File: src/core/link_pkg.sv
// constants and carrier types shared by the link sync decoder files
package link_pkg;

  // ----------------------------------------------------------------
  // timing
  // ----------------------------------------------------------------
  localparam int CLOCK_PERIOD_NS = 40;
  localparam int OUT_CLK_HIGH_NS = 80;
  // least time, rounded up to whole cycles
  localparam logic [1:0] OUT_CLK_HIGH_CYCLES =
    2'((OUT_CLK_HIGH_NS + CLOCK_PERIOD_NS - 1) / CLOCK_PERIOD_NS);

  // ----------------------------------------------------------------
  // sync code layout: bytes FF 00 00 then channel/type, lsb first
  // ----------------------------------------------------------------
  localparam logic [23:0] SYNC_PREFIX = 24'h0000FF;
  localparam int CODE_LSB = 24;
  localparam int CHAN_MSB = 31;
  localparam int TYPE_HI_MSB = 27;
  localparam int TYPE_HI_LSB = 26;
  localparam logic [1:0] TYPE_HI_ZERO = 2'h0;
  localparam logic [3:0] CODE_LINE_START = 4'h0;
  localparam logic [3:0] CODE_LINE_END = 4'h1;
  localparam logic [3:0] CODE_FRAME_START = 4'h2;
  localparam logic [3:0] CODE_FRAME_END = 4'h3;
  localparam logic [2:0] BIT_LAST = 3'h7;

  // ----------------------------------------------------------------
  // idle line levels at the start of a transmission
  // ----------------------------------------------------------------
  localparam logic IDLE_DATA = 1'h1;
  localparam logic IDLE_STROBE = 1'h0;

  // ----------------------------------------------------------------
  // carriers
  // ----------------------------------------------------------------
  typedef struct packed {
    logic data;
    logic strobePairPos;
  } linkPins_t;

  typedef struct packed {
    logic valid;
    logic value;
    logic error;
  } bitEvent_t;

endpackage : link_pkg

File: src/core/camera_link_sync_decoder.sv
// camera link receiver back end: sync code decode and byte output
// Summary of operation
// - run low drives every output low
// - outputs hold reset state during power-down
// - leaving power-down restarts from reset state
// - output updates disabled throughout power-down
// - output updates resume after power-down ends
// - power-down holds all logic reset except the pin synchronisers and prev line levels
// - frame and line codes set or clear markers
// - class select picks strobe or clock mode
// - in strobe mode exactly one line changes per bit
// - code byte carries channel and type
module camera_link_sync_decoder
  import link_pkg::*;
(
  // clock and reset
  input wire logic clock,
  input wire logic rst_n,
  // control pins, asynchronous
  input wire logic runEnable,
  input wire logic syncSelect,
  input wire logic classSelect,
  // link lines, asynchronous
  input wire linkPins_t linkPins,
  // host side
  output logic frameMarker,
  output logic lineMarker,
  output logic [7:0] parallelByteOut,
  output logic byteClockOut,
  output logic linkError
);

  typedef struct packed {
    logic [1:0] runSync;
    logic [1:0] syncSelSync;
    logic [1:0] classSync;
    logic [31:0] shift;
    logic [2:0] bitCount;
    logic [7:0] byteOut;
    logic [1:0] clkCnt;
    logic byteClk;
    logic frame;
    logic line;
    logic err;
  } decState_t;

  localparam decState_t DEC_RESET = '0;

  decState_t st_q;
  decState_t st_d;
  bitEvent_t bitEvt;
  logic ce;
  logic decodeOn;
  logic [31:0] shiftNext;
  logic [3:0] codeType;
  logic syncHit;
  logic byteDone;

  // ----------------------------------------------------------------
  // bit recovery
  // ----------------------------------------------------------------
  link_bit_recovery bitRecovery (
    .clock(clock),
    .rst_n(rst_n),
    .clear(!ce),
    .strobeMode(st_q.classSync[1]),
    .pins(linkPins),
    .bitEvt(bitEvt)
  );

  // ----------------------------------------------------------------
  // sync code detection
  // ----------------------------------------------------------------
  // a match realigns the byte counter, so byte framing is only
  // trusted from the first sync code onward
  assign ce = st_q.runSync[1];
  assign decodeOn = st_q.syncSelSync[1];
  assign shiftNext = {bitEvt.value, st_q.shift[31:1]};
  assign codeType = shiftNext[CODE_LSB +: 4];
  assign syncHit = bitEvt.valid
    && shiftNext[23:0] == SYNC_PREFIX
    && !shiftNext[CHAN_MSB]
    && shiftNext[TYPE_HI_MSB:TYPE_HI_LSB] == TYPE_HI_ZERO;
  assign byteDone = bitEvt.valid && (syncHit || st_q.bitCount == BIT_LAST);

  // next state
  always_comb begin
    st_d = st_q;
    st_d.err = bitEvt.error;
    st_d.byteClk = st_q.clkCnt != 2'h0;
    if (st_q.clkCnt != 2'h0) begin
      st_d.clkCnt = 2'(st_q.clkCnt - 2'h1);
    end
    if (bitEvt.valid) begin
      st_d.shift = shiftNext;
      st_d.bitCount = syncHit ? 3'h0 : 3'(st_q.bitCount + 3'h1);
    end
    // bytes, sync codes included, go out in both modes
    if (byteDone) begin
      st_d.byteOut = shiftNext[CODE_LSB +: 8];
      st_d.clkCnt = OUT_CLK_HIGH_CYCLES;
    end
    if (!decodeOn) begin
      st_d.frame = 1'b0;
      st_d.line = 1'b0;
    end else if (syncHit) begin
      case (codeType)
        CODE_FRAME_START: begin
          st_d.frame = 1'b1;
          st_d.line = 1'b1;
        end
        CODE_FRAME_END: begin
          st_d.frame = 1'b0;
          st_d.line = 1'b0;
        end
        CODE_LINE_START: st_d.line = 1'b1;
        CODE_LINE_END: st_d.line = 1'b0;
        default: st_d.line = st_q.line;
      endcase
    end
    // power-down: everything but the pin synchronisers sits in reset
    if (!ce) begin
      st_d = DEC_RESET;
    end
    st_d.runSync = {st_q.runSync[0], runEnable};
    st_d.syncSelSync = {st_q.syncSelSync[0], syncSelect};
    st_d.classSync = {st_q.classSync[0], classSelect};
  end

  // state register; released state restarts from reset on run high
  always_ff @(posedge clock or negedge rst_n) begin
    if (!rst_n) begin
      st_q <= DEC_RESET;
    end else begin
      st_q <= st_d;
    end
  end

  // ----------------------------------------------------------------
  // outputs, straight from flops
  // ----------------------------------------------------------------
  assign frameMarker = st_q.frame;
  assign lineMarker = st_q.line;
  assign parallelByteOut = st_q.byteOut;
  assign byteClockOut = st_q.byteClk;
  assign linkError = st_q.err;
endmodule : camera_link_sync_decoder

File: src/core/link_bit_recovery.sv
// serial bit recovery from data/strobe or data/clock link lines
module link_bit_recovery
  import link_pkg::*;
(
  // clock and reset
  input wire logic clock,
  input wire logic rst_n,
  // control from the decoder
  input wire logic clear,
  input wire logic strobeMode,
  // link lines, asynchronous to clock
  input wire linkPins_t pins,
  // recovered bit
  output bitEvent_t bitEvt
);

  typedef struct packed {
    logic [1:0] dataSync;
    logic [1:0] strbSync;
    logic dataPrev;
    logic strbPrev;
    bitEvent_t evt;
  } recState_t;

  localparam recState_t REC_RESET = '{
    dataSync: {IDLE_DATA, IDLE_DATA},
    strbSync: {IDLE_STROBE, IDLE_STROBE},
    dataPrev: IDLE_DATA,
    strbPrev: IDLE_STROBE,
    evt: '0
  };

  recState_t rec_q;
  recState_t rec_d;
  logic dataNow;
  logic strbNow;
  logic dataChg;
  logic strbChg;

  assign dataNow = rec_q.dataSync[1];
  assign strbNow = rec_q.strbSync[1];
  assign dataChg = dataNow ^ rec_q.dataPrev;
  assign strbChg = strbNow ^ rec_q.strbPrev;

  // ----------------------------------------------------------------
  // sampling and edge decode
  // ----------------------------------------------------------------
  // prev levels always track the lines, so leaving power-down never
  // sees a false edge from whatever the idle levels were
  always_comb begin
    rec_d = rec_q;
    rec_d.dataSync = {rec_q.dataSync[0], pins.data};
    rec_d.strbSync = {rec_q.strbSync[0], pins.strobePairPos};
    rec_d.dataPrev = dataNow;
    rec_d.strbPrev = strbNow;
    rec_d.evt.value = dataNow;
    if (strobeMode) begin
      rec_d.evt.valid = dataChg ^ strbChg;
      rec_d.evt.error = dataChg & strbChg;
    end else begin
      rec_d.evt.valid = strbNow & ~rec_q.strbPrev;
      rec_d.evt.error = 1'b0;
    end
    if (clear) begin
      rec_d.evt = '0;
    end
  end

  // state register
  always_ff @(posedge clock or negedge rst_n) begin
    if (!rst_n) begin
      rec_q <= REC_RESET;
    end else begin
      rec_q <= rec_d;
    end
  end

  assign bitEvt = rec_q.evt;
endmodule : link_bit_recovery

File: config.mk
export PLATFORM = sky130hd
export DESIGN_NAME = camera_link_sync_decoder
export DESIGN_NICKNAME = d
export VERILOG_FILES = /design/src/core/link_pkg.sv /design/src/core/camera_link_sync_decoder.sv /design/src/core/link_bit_recovery.sv
export SDC_FILE = /design/constraint.sdc
export NUM_CORES = 1
export LEC_CHECK = 0
export BUFFER_PORTS_ARGS = -buffer_cell sky130_fd_sc_hd__buf_2
export CORE_MARGIN = 2
export CORE_UTILIZATION = 59
export CTS_CLUSTER_SIZE = 28
export DETAILED_ROUTE_END_ITERATION = 6
export PLACE_DENSITY = 0.78
export SKIP_LAST_GASP = 1
export SLEW_MARGIN = 20
export SYNTH_ARGS = -nofsm -noshare
export SYNTH_HDL_FRONTEND = slang
export SYNTH_SLANG_ARGS = --single-unit
File: constraint.sdc
create_clock -name clock -period 2 [get_ports clock]
set_input_delay 0.3 -clock clock [delete_from_list [all_inputs] [get_ports clock]]
set_output_delay 0.3 -clock clock [all_outputs]
set_load 0.005 [all_outputs]
==> flow_metrics.env <==
export IMPL_rows=24
export IMPL_dpl_cell_count=278
export IMPL_synth_edf_count=0
export IMPL_synth_top_area_cell="dfrtp_1"
export IMPL_p_comb_share_pct=8.7
export IMPL_die_area_um2=5250
export IMPL_path_clk_slew_ns=0.07
export IMPL_reg2reg_from="shiftNext[8]"
export IMPL_crit_slowest_cell="dfrtp_1"
export IMPL_start_util_pct=62.2
export IMPL_reg2reg_to="parallelByteOut[6]"
export IMPL_cts_root_buf="clkbuf_8"
export IMPL_grt_overflow=0
export IMPL_ant_nets=0
export IMPL_antenna_found_initial=0
export IMPL_design_core_area_um2=4440
export IMPL_fin_area_um2=3050
export IMPL_slew_headroom_pct=66.9
export IMPL_ioPinCount=19
export IMPL_end_kind="flop"
export IMPL_critPathMaxFanout=10
export IMPL_synth_area_per_cell_um2=12.4
export IMPL_pwr_share_clk_pct=40.3
export IMPL_final_setup_skew_ns=0.0121
export IMPL_use_met3_pct=7.50
export IMPL_gp_congestion=0.765
export IMPL_ir_worst_vdd_mv=0.635
export IMPL_startpoint="shiftNext[8]"
export IMPL_drt_pass1_iterations=4
export IMPL_cts_sinks=63
export IMPL_cts_tree="yes"
export IMPL_drv_slew=0
export IMPL_clockBufferDepth=2
export IMPL_syn_area_um2=2760
export IMPL_rrSetupSlack_ns=0.38
export IMPL_maxCapViolations=0
export IMPL_grt_pass1_vias=1544
export IMPL_fin_util_pct=68.7
export IMPL_clk_latency_ns=0.34
export IMPL_synth_area_leaders="dfrtp_1 (54%), mux2i_1 (15%), nor2b_1 (7.7%)"
export IMPL_synthCells=222
export IMPL_yosys_warnings=0
export IMPL_grtUsageTotal_pct=19.2
export IMPL_grt_pass1_wl_mm=7.49
export IMPL_critPathLaunchType="flop"
export IMPL_grtUsageMet1_pct=28.0
export IMPL_first_iter_violations=147
export IMPL_hp_class="in2reg"
export IMPL_hold_depth=1
export IMPL_htree_levels=3
export IMPL_hpwl_mm=2.64
export IMPL_cts_buffers_inserted=9
export IMPL_finalSetupViolCount=0
export IMPL_status="finished, final reports clean"
export IMPL_syn_nets=234
export IMPL_cts_setup_buffers=0
export IMPL_post_drt_wl_per_cell_um=14.1
export IMPL_power_density_nw_per_um2=860
export IMPL_top_usage_layer="met1"
export IMPL_diodes=0
export IMPL_ys_seq_elements=63
export IMPL_path_delay_family="simple AND/OR/NAND/NOR gates"
export IMPL_worstPathRequired_ns=2.26
export IMPL_tightest_slew_ns=0.496
export IMPL_critPathArrivalTime_ns=1.87
export IMPL_period_share_pct=80.8
export IMPL_synthFlopType="dfrtp_1"
export IMPL_power_switching_mw=0.595
export IMPL_vias=1581
export IMPL_placed_cell_area_um2=2860
export IMPL_critPathMaxStageDelay_ns=0.43
export IMPL_cp_cell_sequence="nor4_4, nand4_4, o21ai_2, buf_4, mux2i_1"
export IMPL_power_leakage_nw=1.37
export IMPL_synth_distinct_cells=35
export IMPL_finalNonFillerCells=295
export IMPL_grt_setup_unrepaired="false"
export IMPL_hold_violations=0
export IMPL_synth_async_reset_ratio_pct=100
export IMPL_tns_ns=0
export IMPL_die_x_um=72.4
export IMPL_hp_start="linkPins[1]"
export IMPL_vias_per_cell=5.36
export IMPL_drc=0
export IMPL_nNetsFinal=250
export IMPL_p_int_mw=2.03
export IMPL_grt_max_degree=56
export IMPL_max_freq_mhz=619
export IMPL_post_route_cells_drive_above_1_share_pct=18.1
export IMPL_crit_buf_inv=1
export IMPL_syn_to_final_growth_pct=10.6
export IMPL_reg2regPathDepth=5
export IMPL_use_met2_pct=25.8
export IMPL_seqPwrFrac_pct=51.0
export IMPL_io_buffers=18
export IMPL_hold_path_end="bitRecovery.rec_d[8]"
export IMPL_setup_worst_path_class="reg2reg"
export IMPL_period_minus_slack_ns=1.62
export IMPL_p_sw_share_pct=22.6
export IMPL_yosys_area_top_type_share_pct=54.3
export IMPL_wl_mm=4.17
export IMPL_holdWs_ns=0.0645
export IMPL_seq_area_frac_synth_pct=57.2
export IMPL_die_h_um=72.4
## power by group through the flow
stage | Combinational, mW | Sequential, mW | Clock [mW]
detailed placement | 0.231 | 1.36 | 0
global route | 0.258 | 1.34 | 1.15
CTS | 0.235 | 1.34 | 1.09
global placement | 0.226 | 1.36 | 0
floorplan | 0.163 | 1.36 | 0
finish | 0.228 | 1.34 | 1.06
## kinds of logic (layout without fill, tap and decap cells)
kind of cell	after synthesis	in the layout	share of synthesized area (%)
compound gates	10	10	2.58
xor+xnor	2	2	0.634
fa+ha+maj	5	5	2.26
buf+inv	23	44	4.62
flops	63	63	57.2
mux	41	41	14.9
simple gates	78	78	17.8
## worst max path at each step
stage,to,slack (ns),cells after the start
after detailed placement,parallelByteOut[6],0.39,5
after floorplan,parallelByteOut[0],0.55,5
after global placement,lineMarker,0.41,4
after global routing,lineMarker,0.20,4
final,parallelByteOut[6],0.38,5
after CTS,parallelByteOut[6],0.36,5
## Yosys cell counts, types with 3 or more instances
master and count:
a21boi_0 3, buf_2 3, buf_4 8, clkbuf_1 6
dfrtp_1 60, dfstp_2 3, ha_1 5, inv_1 4
mux2i_1 41, nand2_1 21, nand2b_1 3, nor2b_1 34
## sequential cells by signal (all words and copies together), names as in the netlist, 2 cells and up
register,flops
shiftNext,27
parallelByteOut,8
st_q,6
codeType,4
bitRecovery.bitEvt,3
bitRecovery.rec_d,3
st_d,3
bitRecovery.rec_q,2
## layer usage
layer	share of wire (%)	vias up	routed length (um)
met5	0	-	0
met4	1.9	0	78
met1	52	778	2180
li1	-	772	-
met2	42	22	1750
met3	3.8	9	158
## cell usage in the layout (no fill, tap or decap), drive strengths merged
cell,instances
xor2,1
nor3,2
o21bai,1
dfrtp,60
and3,1
nand3,2
and4bb,1
nand3b,1
clkbuf,14
a21boi,3
buf,23
xnor2,1
nor2b,34
inv,4
dfstp,3
clkinv,1
nand2,21
dlygate4sd3,1
and4,1
o211ai,2
mux2i,41
ha,5
nor4,4
nand4,2
nor2,2
bufinv,1
and4b,2
o21ai,3
and2,2
nand2b,3
o21a,1
## layout make-up
class,count,area [um^2]
clock buffer,14,153
clock inverter,2,35.0
fill,341,1390
inverter,4,15.0
multi-input combinational,136,1050
sequential,63,1580
tap,52,65.1
timing repair buffer,24,150
## stage by stage
stage | power (mW) | setup slack [ns]
detailed placement | 1.60 | 0.390
floorplan | 1.52 | 0.550
finish | 2.63 | 0.384
global route | 2.76 | 0.200
global placement | 1.59 | 0.412
CTS | 2.66 | 0.363
## repair_timing
item / in CTS / in global routing
gates resized for setup: 0 / 0
endpoints found under the hold margin: 20 / 0
hold buffers: 1 / 0
Note: power is estimated with default switching activity, not from simulation.
